==> config.mk <==
export PLATFORM = sky130hd
export DESIGN_NAME = sfp_mode_control
export DESIGN_NICKNAME = d
export VERILOG_FILES = /design/src/logic/sfp_pkg.sv /design/src/logic/sfp_prescaler.sv /design/src/logic/sfp_tx_framer.sv /design/src/logic/sfp_mode_control.sv
export SDC_FILE = /design/constraint.sdc
export NUM_CORES = 1
export LEC_CHECK = 0
export BUFFER_PORTS_ARGS = -buffer_cell sky130_fd_sc_hd__buf_4
export CORE_ASPECT_RATIO = 1.5
export CORE_MARGIN = 5
export CORE_UTILIZATION = 45
export CTS_CLUSTER_SIZE = 28
export DETAILED_ROUTE_END_ITERATION = 7
export HOLD_SLACK_MARGIN = 0.12
export PLACE_DENSITY_LB_ADDON = 0.2
export SYNTH_ARGS = -nofsm -noshare
export SYNTH_HDL_FRONTEND = slang
export SYNTH_SLANG_ARGS = --single-unit
==> constraint.sdc <==
create_clock -name clock -period 3.1 [get_ports clock]
set_input_delay 0.31 -clock clock [delete_from_list [all_inputs] [get_ports clock]]
set_output_delay 0.31 -clock clock [all_outputs]
set_load 0.02 [all_outputs]
==> src/logic/sfp_pkg.sv <==
// shared constants and types of the serial mode and control block
// assumes a 16-bit register port with byte offsets on an 8-bit address
package sfp_pkg;

  // register port carrier
  typedef struct packed {
    logic [7:0]  addr;
    logic [15:0] wdata;
    logic        write;
    logic        read;
  } sfp_bus_req_t;

  // register offsets
  localparam logic [7:0]  MODE_CONFIG_OFS    = 8'h00;
  localparam logic [7:0]  CONTROL_OFS        = 8'h04;

  // field positions
  localparam int unsigned PRESCALE_LO_POS    = 0;
  localparam int unsigned PRESCALE_HI_POS    = 1;
  localparam int unsigned MODE_RSV_POS       = 2;
  localparam int unsigned STOP_POS           = 3;
  localparam int unsigned COMM_MODE_POS      = 7;
  localparam int unsigned RX_ERR_IE_POS      = 10;
  localparam int unsigned TX_STOP_IE_POS     = 11;

  // values after reset and write masks
  localparam logic [15:0] MODE_RESET         = 16'h0000;
  localparam logic [15:0] CONTROL_RESET      = 16'h0000;
  localparam logic [15:0] MODE_WRITE_MASK    = 16'h00fb;
  localparam logic [15:0] MODE_SYNC_KEEP     = 16'h0083;
  localparam logic [15:0] CONTROL_WRITE_MASK = 16'h0fff;

  // prescaler settings and the last count of each division
  typedef enum logic [1:0] {
    PRESCALE_DIV1,
    PRESCALE_DIV4,
    PRESCALE_DIV16,
    PRESCALE_DIV64
  } sfp_prescale_t;
  localparam logic [5:0]  DIV1_LAST          = 6'h00;
  localparam logic [5:0]  DIV4_LAST          = 6'h03;
  localparam logic [5:0]  DIV16_LAST         = 6'h0f;
  localparam logic [5:0]  DIV64_LAST         = 6'h3f;

  // character shape and bit timing
  localparam int unsigned CHAR_BITS          = 8;
  localparam int unsigned TICKS_PER_BIT      = 16;

endpackage : sfp_pkg

==> src/logic/sfp_prescaler.sv <==
// baud clock prescaler: one tick every 1, 4, 16 or 64 clocks
// assumes the select comes from a register on the same clock
`timescale 1ns/1ps
module sfp_prescaler (
  // clock and reset
  input  wire logic       clock,
  input  wire logic       reset,
  // division select
  input  wire logic [1:0] prescale_sel,
  // one-cycle tick
  output logic            tick
);

  logic [5:0] count;
  logic [5:0] last_count;
  wire        at_last;

  // last count of the selected division
  always_comb begin
    case (sfp_pkg::sfp_prescale_t'(prescale_sel))
      sfp_pkg::PRESCALE_DIV1:  last_count = sfp_pkg::DIV1_LAST;
      sfp_pkg::PRESCALE_DIV4:  last_count = sfp_pkg::DIV4_LAST;
      sfp_pkg::PRESCALE_DIV16: last_count = sfp_pkg::DIV16_LAST;
      default:                 last_count = sfp_pkg::DIV64_LAST;
    endcase
  end

  // >= rather than == so a smaller division taken mid-count recovers at once
  assign at_last = (count >= last_count);

  // free-running divider
  always_ff @(posedge clock or posedge reset) begin
    if (reset) begin
      count <= 6'h00;
      tick  <= 1'b0;
    end else begin
      tick  <= at_last;
      count <= at_last ? 6'h00 : count + 6'h01;
    end
  end

endmodule : sfp_prescaler

==> src/logic/sfp_tx_framer.sv <==
// transmit framer: data lsb first, with a start bit and one or two stop bits outside synchronous mode
// assumes tick from the prescaler and load data from logic on the same clock
`timescale 1ns/1ps
module sfp_tx_framer #(
  parameter int unsigned TICKS_PER_BIT = sfp_pkg::TICKS_PER_BIT,
  parameter int unsigned CHAR_BITS     = sfp_pkg::CHAR_BITS
) (
  // clock and reset
  input  wire logic                 clock,
  input  wire logic                 reset,
  // framing controls
  input  wire logic                 tick,
  input  wire logic                 two_stop,
  input  wire logic                 sync_mode,
  // character load
  input  wire logic [CHAR_BITS-1:0] load_data,
  input  wire logic                 load_valid,
  output logic                      load_ready,
  // serial line
  output logic                      serial_out
);

  localparam int unsigned PW = (TICKS_PER_BIT > 1) ? $clog2(TICKS_PER_BIT) : 1;
  localparam int unsigned BW = (CHAR_BITS > 1) ? $clog2(CHAR_BITS) : 1;
  localparam logic [PW-1:0] LAST_PHASE = PW'(TICKS_PER_BIT - 1);
  localparam logic [BW-1:0] LAST_BIT   = BW'(CHAR_BITS - 1);

  typedef enum logic [2:0] {TX_IDLE, TX_START, TX_DATA, TX_STOP1, TX_STOP2} sfp_tx_state_t;

  sfp_tx_state_t          state;
  logic [PW-1:0]          phase;
  logic [BW-1:0]          bit_idx;
  logic [CHAR_BITS-1:0]   shift;
  wire                    bit_end;

  assign bit_end = tick && (phase == LAST_PHASE);

  // bit timing restarts with every character
  always_ff @(posedge clock or posedge reset) begin
    if (reset) begin
      phase <= '0;
    end else if (state == TX_IDLE) begin
      phase <= '0;
    end else if (tick) begin
      phase <= bit_end ? '0 : phase + PW'(1);
    end
  end

  // frame sequencer; the line idles high between characters
  always_ff @(posedge clock or posedge reset) begin
    if (reset) begin
      state      <= TX_IDLE;
      bit_idx    <= '0;
      shift      <= '0;
      serial_out <= 1'b1;
      load_ready <= 1'b1;
    end else begin
      case (state)
        TX_IDLE: begin
          serial_out <= 1'b1;
          if (load_valid && load_ready) begin
            shift      <= load_data;
            bit_idx    <= '0;
            load_ready <= 1'b0;
            if (sync_mode) begin
              state      <= TX_DATA;
              serial_out <= load_data[0];
            end else begin
              state      <= TX_START;
              serial_out <= 1'b0;
            end
          end
        end
        TX_START: begin
          if (bit_end) begin
            state      <= TX_DATA;
            serial_out <= shift[0];
          end
        end
        TX_DATA: begin
          if (bit_end) begin
            if (bit_idx == LAST_BIT) begin
              serial_out <= 1'b1;
              if (sync_mode) begin
                state      <= TX_IDLE;
                load_ready <= 1'b1;
              end else begin
                state <= TX_STOP1;
              end
            end else begin
              bit_idx    <= bit_idx + BW'(1);
              shift      <= shift >> 1;
              serial_out <= shift[1];
            end
          end
        end
        TX_STOP1: begin
          if (bit_end) begin
            if (two_stop) begin
              state <= TX_STOP2;
            end else begin
              state      <= TX_IDLE;
              load_ready <= 1'b1;
            end
          end
        end
        TX_STOP2: begin
          if (bit_end) begin
            state      <= TX_IDLE;
            load_ready <= 1'b1;
          end
        end
        default: begin
          state      <= TX_IDLE;
          load_ready <= 1'b1;
          serial_out <= 1'b1;
        end
      endcase
    end
  end

endmodule : sfp_tx_framer

==> src/logic/sfp_mode_control.sv <==
// serial mode and control registers with stop bit framing and interrupt gating
// assumes status flags and fifo stop enable arrive from logic on the same clock,
// and the receive line from a pin outside the clock domain
// the register port never stalls: read data follow a read strobe by one clock
//
// The strobed register port and the placing of the registers are this design's own decisions.
`timescale 1ns/1ps
module sfp_mode_control #(
  parameter int unsigned TICKS_PER_BIT = sfp_pkg::TICKS_PER_BIT,
  parameter int unsigned CHAR_BITS     = sfp_pkg::CHAR_BITS
) (
  // clock and reset
  input  wire logic                  clock,
  input  wire logic                  reset,
  // register port
  input  sfp_pkg::sfp_bus_req_t      bus_req,
  output logic [15:0]                read_data,
  // status and fifo control inputs
  input  wire logic                  tx_stop_flag,
  input  wire logic                  tx_stop_enable,
  input  wire logic                  rx_error_flag,
  // transmit character stream
  input  wire logic [CHAR_BITS-1:0]  tx_data,
  input  wire logic                  tx_valid,
  output logic                       tx_ready,
  // receive character stream
  output logic [CHAR_BITS-1:0]       rx_data,
  output logic                       rx_valid,
  output logic                       rx_framing_error,
  // serial pins
  input  wire logic                  rx_pin,
  output logic                       tx_pin,
  // interrupt requests
  output logic                       tx_stop_irq,
  output logic                       rx_error_irq
);

  localparam int unsigned PW = (TICKS_PER_BIT > 1) ? $clog2(TICKS_PER_BIT) : 1;
  localparam int unsigned BW = (CHAR_BITS > 1) ? $clog2(CHAR_BITS) : 1;
  localparam logic [PW-1:0] LAST_PHASE = PW'(TICKS_PER_BIT - 1);
  localparam logic [PW-1:0] MID_PHASE  = PW'(TICKS_PER_BIT / 2 - 1);
  localparam logic [BW-1:0] LAST_BIT   = BW'(CHAR_BITS - 1);

  typedef enum logic [1:0] {RX_IDLE, RX_START, RX_DATA, RX_STOP} sfp_rx_state_t;

  // registers
  logic [15:0]           serial_mode_config;
  logic [15:0]           serial_control;

  // register port decode
  wire                   hit_mode;
  wire                   hit_control;
  wire                   write_mode;
  wire                   write_control;
  wire [15:0]            mode_masked;
  wire [15:0]            next_mode;
  wire [15:0]            next_control;
  wire [15:0]            next_read_data;

  // read path
  wire                   read_mode;
  wire                   read_control;
  wire [15:0]            read_mode_value;
  wire [15:0]            read_control_value;

  // mode fields seen by the data path, control enables and next requests
  wire                   sync_mode;
  wire                   two_stop;
  wire [1:0]             prescale_sel;
  wire                   prescale_sel_hi;
  wire                   prescale_sel_lo;
  wire                   tx_stop_irq_en;
  wire                   rx_error_irq_en;
  wire                   next_tx_stop_irq;
  wire                   next_rx_error_irq;

  // baud tick
  logic                  tick;

  // receive path
  logic                  rx_sync1;
  logic                  rx_line;
  sfp_rx_state_t         rx_state;
  logic [PW-1:0]         rx_phase;
  logic [BW-1:0]         rx_bit_idx;
  logic [CHAR_BITS-1:0]  rx_shift;
  wire                   rx_mid;
  wire                   rx_bit_end;
  wire                   rx_start_seen;
  wire                   rx_glitch;
  wire                   rx_last_bit;
  wire                   rx_stop_low;

  // address decode; strobes are never both high in one cycle
  assign hit_mode      = (bus_req.addr == sfp_pkg::MODE_CONFIG_OFS);
  assign hit_control   = (bus_req.addr == sfp_pkg::CONTROL_OFS);
  assign write_mode    = bus_req.write && hit_mode;
  assign write_control = bus_req.write && hit_control;

  // reserved bit dropped on the way in, so it can never read back as one
  assign mode_masked = bus_req.wdata & sfp_pkg::MODE_WRITE_MASK;
  // choosing synchronous mode keeps only its own bit and the prescaler
  assign next_mode = bus_req.wdata[sfp_pkg::COMM_MODE_POS]
                   ? (mode_masked & sfp_pkg::MODE_SYNC_KEEP)
                   : mode_masked;
  assign next_control = bus_req.wdata & sfp_pkg::CONTROL_WRITE_MASK;

  // read decode; reserved bits are masked again on the way out as well
  assign read_mode          = bus_req.read && hit_mode;
  assign read_control       = bus_req.read && hit_control;
  assign read_mode_value    = serial_mode_config & sfp_pkg::MODE_WRITE_MASK;
  assign read_control_value = serial_control & sfp_pkg::CONTROL_WRITE_MASK;

  // read mux; an unmapped address or no strobe reads as zero
  assign next_read_data = read_mode    ? read_mode_value
                        : read_control ? read_control_value
                        : 16'h0000;

  // mode register; writes pass the reserved and synchronous masks first
  always_ff @(posedge clock or posedge reset) begin
    if (reset) begin
      serial_mode_config <= sfp_pkg::MODE_RESET;
    end else if (write_mode) begin
      serial_mode_config <= next_mode;
    end
  end

  // control register; both request enables come out of reset cleared
  always_ff @(posedge clock or posedge reset) begin
    if (reset) begin
      serial_control <= sfp_pkg::CONTROL_RESET;
    end else if (write_control) begin
      serial_control <= next_control;
    end
  end

  // read data stands for exactly the cycle after the strobe
  always_ff @(posedge clock or posedge reset) begin
    if (reset) begin
      read_data <= 16'h0000;
    end else begin
      read_data <= next_read_data;
    end
  end

  // field extraction
  assign sync_mode       = serial_mode_config[sfp_pkg::COMM_MODE_POS];
  // stop length ignored in synchronous mode even if stored
  assign two_stop        = serial_mode_config[sfp_pkg::STOP_POS] && !sync_mode;
  assign prescale_sel_hi = serial_mode_config[sfp_pkg::PRESCALE_HI_POS];
  assign prescale_sel_lo = serial_mode_config[sfp_pkg::PRESCALE_LO_POS];
  assign prescale_sel    = {prescale_sel_hi, prescale_sel_lo};
  assign tx_stop_irq_en  = serial_control[sfp_pkg::TX_STOP_IE_POS];
  assign rx_error_irq_en = serial_control[sfp_pkg::RX_ERR_IE_POS];

  // requests follow their flag and enable, the stop request also the fifo stop enable; clearing any withdraws them
  assign next_tx_stop_irq  = tx_stop_irq_en && tx_stop_enable && tx_stop_flag;
  assign next_rx_error_irq = rx_error_irq_en && rx_error_flag;

  // registered so the outputs are glitch free, at one clock of lag
  always_ff @(posedge clock or posedge reset) begin
    if (reset) begin
      tx_stop_irq <= 1'b0;
    end else begin
      tx_stop_irq <= next_tx_stop_irq;
    end
  end

  // same lag on the error request, so both follow their inputs alike
  always_ff @(posedge clock or posedge reset) begin
    if (reset) begin
      rx_error_irq <= 1'b0;
    end else begin
      rx_error_irq <= next_rx_error_irq;
    end
  end

  // baud clock from the peripheral clock
  sfp_prescaler u_prescaler (
    .clock        (clock),
    .reset        (reset),
    .prescale_sel (prescale_sel),
    .tick         (tick)
  );

  // transmit framing
  sfp_tx_framer #(
    .TICKS_PER_BIT (TICKS_PER_BIT),
    .CHAR_BITS     (CHAR_BITS)
  ) u_tx_framer (
    .clock      (clock),
    .reset      (reset),
    .tick       (tick),
    .two_stop   (two_stop),
    .sync_mode  (sync_mode),
    .load_data  (tx_data),
    .load_valid (tx_valid),
    .load_ready (tx_ready),
    .serial_out (tx_pin)
  );

  // two flops bring the receive pin into the clock domain
  always_ff @(posedge clock or posedge reset) begin
    if (reset) begin
      rx_sync1 <= 1'b1;
      rx_line  <= 1'b1;
    end else begin
      rx_sync1 <= rx_pin;
      rx_line  <= rx_sync1;
    end
  end

  assign rx_mid     = tick && (rx_phase == MID_PHASE);
  assign rx_bit_end = tick && (rx_phase == LAST_PHASE);

  // receive decode; a start is only looked for on a tick, and one that has
  // gone again by mid-bit was a glitch on the line
  assign rx_start_seen = !sync_mode && tick && !rx_line;
  assign rx_glitch     = rx_mid && rx_line;
  assign rx_last_bit   = (rx_bit_idx == LAST_BIT);
  assign rx_stop_low   = !rx_line;

  // receive bit timing; rearmed in idle so a start edge sets the phase
  always_ff @(posedge clock or posedge reset) begin
    if (reset) begin
      rx_phase <= '0;
    end else if (rx_state == RX_IDLE) begin
      rx_phase <= '0;
    end else if (rx_state == RX_START && rx_mid) begin
      rx_phase <= '0;
    end else if (tick) begin
      rx_phase <= rx_bit_end ? '0 : rx_phase + PW'(1);
    end
  end

  // asynchronous receiver; after the first stop it returns to idle at once,
  // so a second stop that is high is idle line and one that is low starts a
  // new character. synchronous reception needs the serial clock, not here.
  always_ff @(posedge clock or posedge reset) begin
    if (reset) begin
      rx_state         <= RX_IDLE;
      rx_bit_idx       <= '0;
      rx_shift         <= '0;
      rx_data          <= '0;
      rx_valid         <= 1'b0;
      rx_framing_error <= 1'b0;
    end else begin
      rx_valid         <= 1'b0;
      rx_framing_error <= 1'b0;
      case (rx_state)
        RX_IDLE: begin
          if (rx_start_seen) begin
            rx_state <= RX_START;
          end
        end
        RX_START: begin
          if (rx_mid) begin
            // a start that is gone by mid-bit was a glitch
            rx_state   <= rx_glitch ? RX_IDLE : RX_DATA;
            rx_bit_idx <= '0;
          end
        end
        RX_DATA: begin
          if (rx_bit_end) begin
            rx_shift <= {rx_line, rx_shift[CHAR_BITS-1:1]};
            if (rx_last_bit) begin
              rx_state <= RX_STOP;
            end else begin
              rx_bit_idx <= rx_bit_idx + BW'(1);
            end
          end
        end
        RX_STOP: begin
          if (rx_bit_end) begin
            rx_state         <= RX_IDLE;
            rx_data          <= rx_shift;
            rx_valid         <= 1'b1;
            rx_framing_error <= rx_stop_low;
          end
        end
        default: begin
          rx_state <= RX_IDLE;
        end
      endcase
    end
  end

endmodule : sfp_mode_control

Word-level counts from Yosys, hierarchy flattened
Index checks and enable logic that the tools add are counted.
W data, S select, Z words.
- reduce and logical (&&, ||, !) cells: 35
- add/subtract/negate cells: 5
- mux-type cells: 59
- $lt $le $gt $ge: 1
- bitwise operators: 2
- eq/ne operators: 30
- operators by type and width (cell ; count):
    $mux W3 ; 13
    $mux W8 ; 4
    $mux W4 ; 7
    $mux W12 ; 2
    $ne A2 B2 Y1 const B ; 10
    $pmux W6 S3 ; 1
    $logic_and A1 B1 Y1 ; 16
    $mux W1 ; 16
    $mux W2 ; 8
    $pmux W8 S2 ; 1
    $pmux W3 S5 ; 1
    $pmux W3 S2 ; 2
    $ne A2 B1 Y1 const B ; 5
    $eq A3 B3 Y1 const B ; 3
    $add A4 B1 Y4 const B ; 2
    $eq A4 B4 Y1 const B ; 2
    $eq A8 B3 Y1 const B ; 1
    $logic_not A8 Y1 ; 1
    $pmux W2 S4 ; 1
    $reduce_and A4 Y1 ; 2
    $reduce_and A8 Y1 ; 1
    $add A3 B1 Y3 const B ; 2
    $add A6 B1 Y6 const B ; 1
    $eq A2 B2 Y1 const B ; 3
    19 further kinds ; 27
- register bits: 90
- input bits: 41
- output and inout port bits: 30

Longest topological paths before layout
Gate-level depths: netlist (run 1).
- word-level depth: 6
- gate-level depth with buffers: 6

Hierarchy
From an unflattened synthesis (run 1), not the netlist that was laid out.
- cell total of the unflattened synthesis: 345
- area, all modules: 4184.0 sq um
- modules (own cells, without submodules) (module ; area each (sq um) ; times used ; sequential area each (sq um) ; cells an instance):
    sfp_mode_control ; 2610.0 ; 1 ; 1554.0 ; 196
    sfp_tx_framer ; 1126.1 ; 1 ; 503.0 ; 104
    sfp_prescaler ; 447.9 ; 1 ; 175.2 ; 45

Worst setup path before layout (run 1)
OpenSTA, ideal clock, no wires.
- path type: reg2reg
- start point: register serial_mode_config[1]
- end point: register u_prescaler.count[2]
- clock period less this slack: 1925 ps
- setup time: 72 ps
- setup slack: 1175 ps
- arrival time: 1853 ps
- cell stages (with the launch flop): 7
- cells stage by stage: dfrtp_1 -> or2_2 -> ha_1 -> nand2b_1 -> a211o_1 -> a221o_1 -> nor2_1
- longest elaborated chain between the ends: 4
- ends and longest elaborated chain (what ; line ; RTL):
    from (decl) ; sfp_mode_control.sv:47 ; logic [15:0] serial_mode_config;
    from (signal assigned) ; sfp_mode_control.sv:122 ; serial_mode_config <= sfp_pkg::MODE_RESET;
    from (signal assigned) ; sfp_mode_control.sv:124 ; serial_mode_config <= next_mode;
    $eq A2 B2 Y1 (tied with other cells) ; sfp_prescaler.sv:20 ; case (sfp_pkg::sfp_prescale_t'(prescale_sel))
    $pmux W6 S3 (*) ; sfp_prescaler.sv:20 ;
    $ge A6 B6 Y1 (*) ; sfp_prescaler.sv:29 ; assign at_last = (count >= last_count);
    net u_prescaler.at_last ; sfp_prescaler.sv:16 ; wire at_last;
    $mux W6 (*) ; sfp_prescaler.sv:38 ; count <= at_last ? 6'h00 : count + 6'h01;
    to (signal assigned) ; sfp_prescaler.sv:38 ;
    to (decl) ; sfp_prescaler.sv:14 ; logic [5:0] count;
The timed path passes the listed nets; every way through them passes the cells marked *.
A chain may end at the register's enable or synchronous reset.

Worst setup path after layout (run 1)
- start point: register serial_mode_config[1]
- end point: register u_prescaler.count[5]
The elaborated chain is that of the path after synthesis.

==> flow_summary.json, run 1 <==
{
  "grt_overflow": 0,
  "synth.most_common_cell": "dfrtp_1",
  "io_buffers": 62,
  "seq_area_frac_synth_pct": 54.7,
  "gp_congestion": 0.735,
  "p_per_area_nw_per_um2": 662,
  "path_delay_family": "compound AO/OA/AOI/OAI gates",
  "rsz0062_at_grt": "no",
  "use_met3_pct": 3.31,
  "synth_area_sq_um": 4080,
  "cts_buffer_depth": 2,
  "netlist_top_cells_area": "dfrtp_1 52%, mux2_2 12%, mux2_4 3.7%",
  "min_period_over_period_pct": 66.2,
  "slew_violations": 0,
  "start_util_pct": 46.2,
  "synth.distinct_cells": 53,
  "skew_ns": 0.00592,
  "use_met1_pct": 18.4,
  "grt_pass1_wl_microns": 12600,
  "yosysTopAreaCell": "dfrtp_1",
  "cts_inserted_buffers": 9,
  "fmax_mhz": 487,
  "netlist.area_leader.share_pct": 52.1,
  "layout-drive-gt1-share_pct": 37.3,
  "dp_hpwl_microns": 5310,
  "cp.arrival_ns": 2.32,
  "fin_util_pct": 56.2,
  "crit_path_end_kind": "flip-flop",
  "leakage_nw": 2.51,
  "ant_nets": 0,
  "timing.final.crit_period_ns": 2.05,
  "grtUsageTotal_pct": 14.3,
  "multi_input_area_sq_um": 1740,
  "avgSynthCellArea_sq_um": 12.3,
  "ys_warn_count": 0,
  "antenna_found_initial": 0,
  "clk_pin_slew_worst_paths_ns": 0.06,
  "hp-class": "in2reg",
  "path_max_fanout": 7,
  "drc": 0,
  "cts_tree": "yes",
  "synth_xor_area_share_pct": 1.29,
  "dp_cells": 492,
  "h-tree-depth": 3,
  "area_growth_pct": 21.6,
  "cap_violations": 0,
  "dieArea_sq_um": 11100,
  "synth_cells": 332,
  "cp_slowest_stage_delay_ns": 0.42,
  "wl_microns": 7460,
  "synth_top_family_by_area": "multiplexers",
  "ys.flop_type": "dfrtp_1",
  "ff_latch_area_sq_um": 2230,
  "hold_viol": 0,
  "cp.required_ns": 3.36,
  "drt-initial-drc-count": 147,
  "row_count": 42,
  "die_y_microns": 127,
  "synth_edf_count": 0,
  "synthTopCellsByCount": "85 x dfrtp_1, 45 x mux2_2, 30 x nor2_1",
  "slowest_stage": "dfrtp_1",
  "use_met2_pct": 23.1,
  "drt_first_pass_iters": 4,
  "grt_max_degree": 51,
  "outcome": "completed",
  "final_cell_area_sq_um": 4960,
  "critPathLaunchType": "flip-flop",
  "total_power_w": 0.00329,
  "max_slew.worst_pin.slew_ns": 0.701,
  "ios": 71,
  "wl_per_cell_microns": 14.6,
  "nNetsFinal": 447,
  "finalSetupViolations": 0,
  "peakVddDrop_mv": 0.416,
  "n_antenna_cell": 0,
  "cts_resized": 0,
  "post_cts_buffers": 0,
  "synthAdderAreaFrac_pct": 3.37,
  "synthSimpleGateAreaFrac_pct": 12.6,
  "slew_headroom_pct": 53.2,
  "nFillCells": 777,
  "cts.sinks": 89,
  "cts-root-buf": "clkbuf_16",
  "core_area_sq_um": 8830,
  "worstSkewPairLatency_ns": 0.33,
  "synth_compound_gate_area_share_pct": 5.95,
  "placed_area_sq_um": 4640,
  "synthMuxAreaShare_pct": 19.0,
  "path_cells": "or2_2 > ha_1 > nand2b_1 > a211o_1 > a221o_1 > nor2_1",
  "dieWidth_microns": 87.8,
  "synthArstFlopShare_pct": 100,
  "routed_via_density": 5.19,
  "synth_seq_cells": 89,
  "grt_pass1_vias": 2604,
  "critPathBufInv": 0,
  "timing.setup.critical_path_class": "reg2reg",
  "num_vias": 2647,
  "gr-max-usage-layer": "met2",
  "finalSetupTns_ns": 0,
  "final_cells": 510
}
## logic make-up after synthesis
| group | after synthesis |
|---|---|
| compound gates | 37 |
| xor+xnor | 6 |
| fa+ha+maj | 11 |
| buf+inv | 25 |
| flops | 89 |
| mux | 67 |
| other cells | 1 |
| simple gates | 96 |
## flip-flops by register name (all words and copies together), names as in the netlist, 4 cells and up, named ones only
register and flops:
serial_mode_config 7, rx_phase 4, u_tx_framer.phase 4, u_prescaler.count 6, rx_data 8, serial_control 12
u_tx_framer.shift 8, rx_shift 8, read_data 12
## power breakdown
part	internal, W	leakage (nW)	switching (W)
clock	0.000668	0.149	0.000426
sequential	0.00132	1.18	0.000188
combinational	0.000366	1.18	0.000316
total	0.00236	2.51	0.000930
## timing repair
action,in CTS,in global routing
hold endpoints to repair,38,0
setup endpoints to repair,0,0
hold buffers,2,0
## final timing paths
path,end,cells after the start,slack (ns),start
worst min register to register,rx_line,0,0.36,rx_sync1
worst max register to register,u_prescaler.count[5],6,1.05,serial_mode_config[1]
max in group asynchronous,u_tx_framer.serial_out,4,1.72,reset
worst max-delay path,u_prescaler.count[5],6,1.05,serial_mode_config[1]
min in group asynchronous,rx_bit_idx[1],3,0.63,reset
worst min-delay path,rx_error_irq,2,0.19,rx_error_flag
## cell type report
class,count,share of cell area (%)
clock inverters,4,1.03
multi-input cells,221,35.0
flip-flops and latches,89,45.0
clock buffers,12,5.17
repair buffers,67,10.5
well taps,110,2.77
inverters,7,0.554
## cells in the final DEF (no fill, tap or decap), drive strengths merged, types with 2 or more instances in the layout
cell | synthesis | layout
nor3b | 2 | 2
inv | 7 | 6
nor2 | 31 | 31
and2 | 2 | 2
clkbuf | 9 | 12
nand4 | 2 | 2
dfrtp | 85 | 85
xor2 | 4 | 4
a31oi | 3 | 3
nand3 | 9 | 9
a22oi | 2 | 2
conb | 1 | 4
a311oi | 2 | 2
a21oi | 10 | 10
nand3b | 2 | 2
a22o | 2 | 2
buf | 9 | 65
nor4 | 2 | 2
nor2b | 9 | 9
nor3 | 6 | 6
clkinv | 0 | 3
xnor2 | 2 | 2
dfstp | 4 | 4
mux2i | 12 | 12
dlygate4sd3 | 0 | 2
o21ai | 8 | 8
mux2 | 55 | 55
o21a | 2 | 2
ha | 11 | 11
and3 | 8 | 8
nand2 | 17 | 17
## stage by stage
stage                     hold WS (ns)  setup WS, ns
after floorplan                  0.314         0.490
after global placement           0.350         0.892
after detailed placement         0.356         0.890
after CTS                        0.181          1.03
after global routing             0.191         0.864
final                            0.191          1.05
## worst register-to-register path: stages (launching register included)
cell and delay, ns:
dfrtp_1 0.42, or2_2 0.32, ha_1 0.26, nand2b_1 0.14
a211o_1 0.29, a221o_1 0.42, nor2_1 0.13
## routing by layer
layer,share of wire [%],vias up
met5,0,-
met4,1.6,0
met3,3.8,9
met2,52,37
met1,43,1312
li1,-,1289
Note: power is estimated with default switching activity, not from simulation.
==> run 2: changes to the inputs <==
==> constraint.sdc (replaced) <==
create_clock -name clock -period 1.7 [get_ports clock]
set_input_delay 0.17 -clock clock [delete_from_list [all_inputs] [get_ports clock]]
set_output_delay 0.17 -clock clock [all_outputs]
set_load 0.02 [all_outputs]
==> flow_summary.json, run 2 (synthesized netlist as in run 1, its figures left out) <==
{
  "path_max_fanout": 7,
  "clk_pin_slew_worst_paths_ns": 0.06,
  "timing.setup.critical_path_class": "reg2reg",
  "final_common_cell": "buf_4",
  "cts_inserted_buffers": 9,
  "finalSetupTns_ns": -0.789,
  "p_per_area_nw_per_um2": 1170,
  "use_met1_pct": 17.7,
  "timing.final.crit_period_ns": 1.83,
  "wl_per_cell_microns": 14.3,
  "outcome": "finished, violations left",
  "reg2reg_to": "u_prescaler.count[1]",
  "r2r_start": "serial_mode_config[0]",
  "skew_ns": 0.00820,
  "cap_violations": 0,
  "ant_nets": 0,
  "peakVddDrop_mv": 0.637,
  "antenna_found_initial": 0,
  "nFillCells": 736,
  "hp-start": "tx_data[7]",
  "cp.required_ns": 1.96,
  "ff_latch_area_sq_um": 2230,
  "grt_pass1_wl_microns": 13700,
  "row_count": 42,
  "use_met3_pct": 3.70,
  "drt-initial-drc-count": 97,
  "grt_pass1_vias": 2980,
  "dieWidth_microns": 87.8,
  "n_antenna_cell": 0,
  "rsz0062_at_grt": "yes",
  "finalSetupViolations": 7,
  "drt_first_pass_iters": 4,
  "dp_slack_ns": -0.141,
  "cts.sinks": 89,
  "crit_path_end_kind": "flip-flop",
  "drc": 0,
  "final_cells": 554,
  "area_growth_pct": 32.7,
  "dp_hpwl_microns": 5820,
  "worstSkewPairLatency_ns": 0.33,
  "hold_viol": 0,
  "worstHoldPathCells": 3,
  "h-tree-depth": 3,
  "leakage_nw": 2.72,
  "die_y_microns": 127,
  "layout-drive-gt1-share_pct": 42.3,
  "fin_ws_ns": -0.129,
  "rr_worst_depth": 6,
  "nNetsFinal": 491,
  "cts_tree": "yes",
  "fmax_mhz": 547,
  "hold_end": "u_tx_framer.shift[7]",
  "min_period_over_period_pct": 108,
  "dieArea_sq_um": 11100,
  "slew_violations": 0,
  "cts-root-buf": "clkbuf_16",
  "grt_overflow": 0,
  "core_area_sq_um": 8830,
  "reg.largest.list": "read_data x12, serial_control x12",
  "final_cell_area_sq_um": 5420,
  "dp_cells": 518,
  "hp-class": "in2reg",
  "ios": 71,
  "multi_input_area_sq_um": 1810,
  "wl_microns": 7950,
  "routed_via_density": 5.09,
  "grtUsageTotal_pct": 15.6,
  "gr-max-usage-layer": "met2",
  "violations": "negative setup slack",
  "grt_max_degree": 32,
  "critPathLaunchType": "flip-flop",
  "use_met2_pct": 27.3,
  "placed_area_sq_um": 4880,
  "cts_buffer_depth": 2,
  "io_buffers": 62,
  "r2r_setup_slack_ns": -0.13,
  "mostFrequentLayoutCells": "91 x buf_4, 84 x dfrtp_1, 45 x mux2_2",
  "gp_congestion": 0.801,
  "cp.arrival_ns": 2.09,
  "start_util_pct": 46.2,
  "num_vias": 2818
}
==> run 2: layout make-up <==
type	instances	share of cell area [%]
flip-flops and latches	89	41.2
multi-input cells	221	33.4
repair buffers	111	16.7
clock buffers	11	4.48
well taps	110	2.54
clock inverters	5	1.15
inverters	7	0.554
==> run 2: power by group <==
part | switching (W) | internal, W | total, W
Combinational | 0.000771 | 0.000903 | 0.00167
Clock | 0.000798 | 0.00119 | 0.00198
Sequential | 0.000256 | 0.00242 | 0.00268
==> run 2: worst max-delay path by stage <==
stage,from,endpoint,slack [ns],depth (start not counted)
global route,serial_mode_config[0],u_prescaler.count[3],-0.21,6
detailed placement,serial_mode_config[0],u_prescaler.count[1],-0.14,6
CTS,serial_mode_config[0],u_prescaler.count[1],-0.15,6
finish,serial_mode_config[0],u_prescaler.count[1],-0.13,6
floorplan,serial_mode_config[1],u_prescaler.count[0],-0.02,6
global placement,serial_mode_config[0],u_prescaler.count[5],-0.08,6
==> run 2: per-layer routing <==
| layer | part of all wire [%] | wire length (microns) |
|---|---|---|
| met1 | 39 | 3130 |
| met2 | 54 | 4290 |
| met3 | 4.8 | 380 |
| met4 | 1.8 | 143 |
| met5 | 0 | 0 |
==> run 2: per-stage QoR <==
step | hold WS (ns) | util, % | total power [W]
2_1_floorplan | 0.174 | - | 0.00376
5_1_grt | 0.195 | 61.4 | 0.00672
4_1_cts | 0.180 | 60.8 | 0.00632
3_5_place_dp | 0.229 | 55.2 | 0.00427
6_report | 0.193 | 61.4 | 0.00633
3_3_place_gp | 0.228 | 55.2 | 0.00419
==> run 2: worst max-delay path: stages (launching register included) <==
cell and delay [ns]:
dfrtp_1 0.38, or2_4 0.26, ha_4 0.21, nand2b_4 0.12, a211o_1 0.25, a221o_2 0.41, nor2_2 0.13
==> run 2: repair_timing <==
item                                   CTS  global route
buffers inserted                         0             2
hold buffers                            18             0
setup endpoints to repair               17            25
endpoints found under the hold margin   33             0
pin swaps                                2             4
gates cloned                             0             0
resized for setup                        2             8
==> run 3: changes to the inputs <==
--- a/config.mk
+++ b/config.mk
@@ -5,6 +5,7 @@
 export SDC_FILE = /design/constraint.sdc
 export NUM_CORES = 1
 export LEC_CHECK = 0
+export ABC_AREA = 1
 export BUFFER_PORTS_ARGS = -buffer_cell sky130_fd_sc_hd__buf_4
 export CORE_ASPECT_RATIO = 1.5
 export CORE_MARGIN = 5
==> flow_summary.json, run 3 <==
{
  "worstSkewPairLatency_ns": 0.34,
  "slew_violations": 0,
  "hp-class": "in2reg",
  "mostFrequentLayoutCells": "142 x nand2_1, 83 x dfrtp_1, 73 x buf_4",
  "critPathLaunchType": "flip-flop",
  "synthArstFlopShare_pct": 100,
  "start_util_pct": 45.6,
  "hold_viol": 0,
  "avgSynthCellArea_sq_um": 8.47,
  "dieArea_sq_um": 11300,
  "ios": 71,
  "grtUsageTotal_pct": 16.5,
  "top_layer_used": "met4",
  "synth_area_sq_um": 4170,
  "synth_edf_count": 0,
  "cts_buffer_depth": 2,
  "dieWidth_microns": 88.6,
  "clk_pin_slew_worst_paths_ns": 0.07,
  "cts_inserted_buffers": 9,
  "cp.required_ns": 1.94,
  "wl_microns": 8490,
  "fmax_mhz": 637,
  "netlist.area_leader.share_pct": 51.0,
  "reg.largest.list": "read_data x12, serial_control x12",
  "area_growth_pct": 28.6,
  "grt_pass1_wl_microns": 14900,
  "synth.distinct_cells": 32,
  "netlist_top_cells_area": "dfrtp_1 51%, nand2_1 13%, inv_1 5.0%",
  "h-tree-depth": 3,
  "routed_via_density": 4.93,
  "core_area_sq_um": 9150,
  "grt_max_degree": 64,
  "yosysTopAreaCell": "dfrtp_1",
  "cpMostUsedCell": "nand2_1",
  "peakVddDrop_mv": 0.585,
  "drc": 0,
  "nNetsFinal": 640,
  "ant_nets": 0,
  "synth_cells": 492,
  "gp_congestion": 0.833,
  "io_buffers": 62,
  "fin_util_pct": 58.6,
  "drt-initial-drc-count": 178,
  "path_cells": "inv_1 > nand2_2 > nor2_4 > clkinvlp_4 > buf_4 > nand2_1 > o21ai_0 > nand2_1 > o21ai_2",
  "whs_ns": 0.137,
  "seq_area_frac_synth_pct": 53.5,
  "cts_tree": "yes",
  "ys.flop_type": "dfrtp_1",
  "num_vias": 3473,
  "cp.arrival_ns": 1.81,
  "p_per_area_nw_per_um2": 1240,
  "min_period_over_period_pct": 92.4,
  "path_max_fanout": 10,
  "crit_path_end_kind": "flip-flop",
  "wl_per_cell_microns": 12.0,
  "dp_hpwl_microns": 6090,
  "grt_pass1_vias": 3458,
  "met1_length_microns": 3410,
  "timing.setup.critical_path_class": "reg2reg",
  "ys_warn_count": 0,
  "layout-drive-gt1-share_pct": 20.7,
  "grt_overflow": 0,
  "drt_first_pass_iters": 4,
  "skew_ns": 0.00697,
  "cts.sinks": 89,
  "synth.most_common_cell": "nand2_1",
  "synthTopCellsByCount": "145 x nand2_1, 85 x dfrtp_1, 56 x inv_1",
  "leakage_nw": 2.74,
  "cts-root-buf": "clkbuf_16",
  "slowest_stage": "dfrtp_1",
  "outcome": "completed",
  "route.met2.wl_microns": 4530,
  "row_count": 43,
  "antenna_found_initial": 0,
  "timing.final.crit_period_ns": 1.57,
  "synth_seq_cells": 89,
  "finalSetupViolations": 0,
  "cap_violations": 0,
  "final_common_cell": "nand2_1",
  "n_antenna_cell": 0,
  "die_y_microns": 128,
  "cp_slowest_stage_delay_ns": 0.43,
  "wl_met3_microns": 370
}
==> run 3: cell count changes in the layout (fill, tap and decap cells not counted), moves of 10 or more <==
cell | previous run | this run
mux2_2 | 45 | 0
nand2_1 | 17 | 142
o21ai_0 | 7 | 41
nor2_1 | 29 | 44
inv_1 | 6 | 53
mux2_4 | 10 | 0
nand3_1 | 7 | 36
mux2i_1 | 12 | 0
buf_4 | 91 | 73
==> run 3: metrics by stage <==
stage	setup WS [ns]	std cells	setup TNS, ns	total power, W	cell area, sq um
after floorplan	0.243	495	0	0.00408	4180
after global placement	0.149	665	0	0.00446	4800
after detailed placement	0.105	665	0	0.00455	4800
after CTS	0.0963	702	0	0.00660	5320
after global routing	-0.00950	705	-0.00950	0.00711	5360
final	0.130	705	0	0.00663	5360
==> run 3: kinds of logic after synthesis <==
kind of cell    Yosys count  share of synthesized area [%]
compound gates           65                           9.15
xor+xnor                  8                           1.68
other cells               1                         0.0899
flops                    89                           53.5
fa+ha+maj                11                           3.30
simple gates            247                           24.9
buf+inv                  71                           7.29
==> run 3: layout make-up <==
type,count,area (sq um)
inverter,57,221
tap,112,140
clock inverter,6,66.3
sequential,89,2230
timing repair buffer,96,798
clock buffer,10,239
fill,851,3780
multi-input combinational,335,1660
==> run 3: what timing repair did <==
action                     in CTS  in global routing
hold buffers                   21                  0
setup endpoints to repair       0                 21
setup buffers                   0                  3
hold endpoints to repair       44                  0
resized for setup               0                 10
==> run 3: power by group <==
part / leakage [nW] / internal, W / switching, W
logic: 1.41 / 0.000780 / 0.00118
registers: 1.18 / 0.00243 / 0.000238
clock network: 0.153 / 0.00118 / 0.000819
total: 2.74 / 0.00440 / 0.00223
==> run 3: path summary, 6_finish.rpt <==
path,startpoint,to,slack (ns),depth (start not counted)
setup reg to reg,u_tx_framer.state[2],u_tx_framer.shift[2],0.13,9
hold / removal,bus_req[0],read_data[6],0.14,3
setup / recovery,u_tx_framer.state[2],u_tx_framer.shift[2],0.13,9
min in group asynchronous,reset,u_prescaler.count[4],0.34,3
max in group asynchronous,reset,u_tx_framer.load_ready,0.72,4
hold reg to reg,rx_sync1,rx_line,0.36,0
==> run 3: critical path: cells and delay by family (launching register included) <==
| family | cells | cell delay, ns |
|---|---|---|
| AO/OA/AOI/OAI | 2 | 0.13 |
| buffers and inverters | 3 | 0.43 |
| flip-flops | 1 | 0.43 |
| AND/OR/NAND/NOR | 4 | 0.47 |
==> run 3: routing by layer <==
metal	vias to the layer above	global-route usage, %
li1	1753	-
met1	1629	18.4
met2	78	29.8
met3	13	2.64
met4	0	7.65
met5	-	0
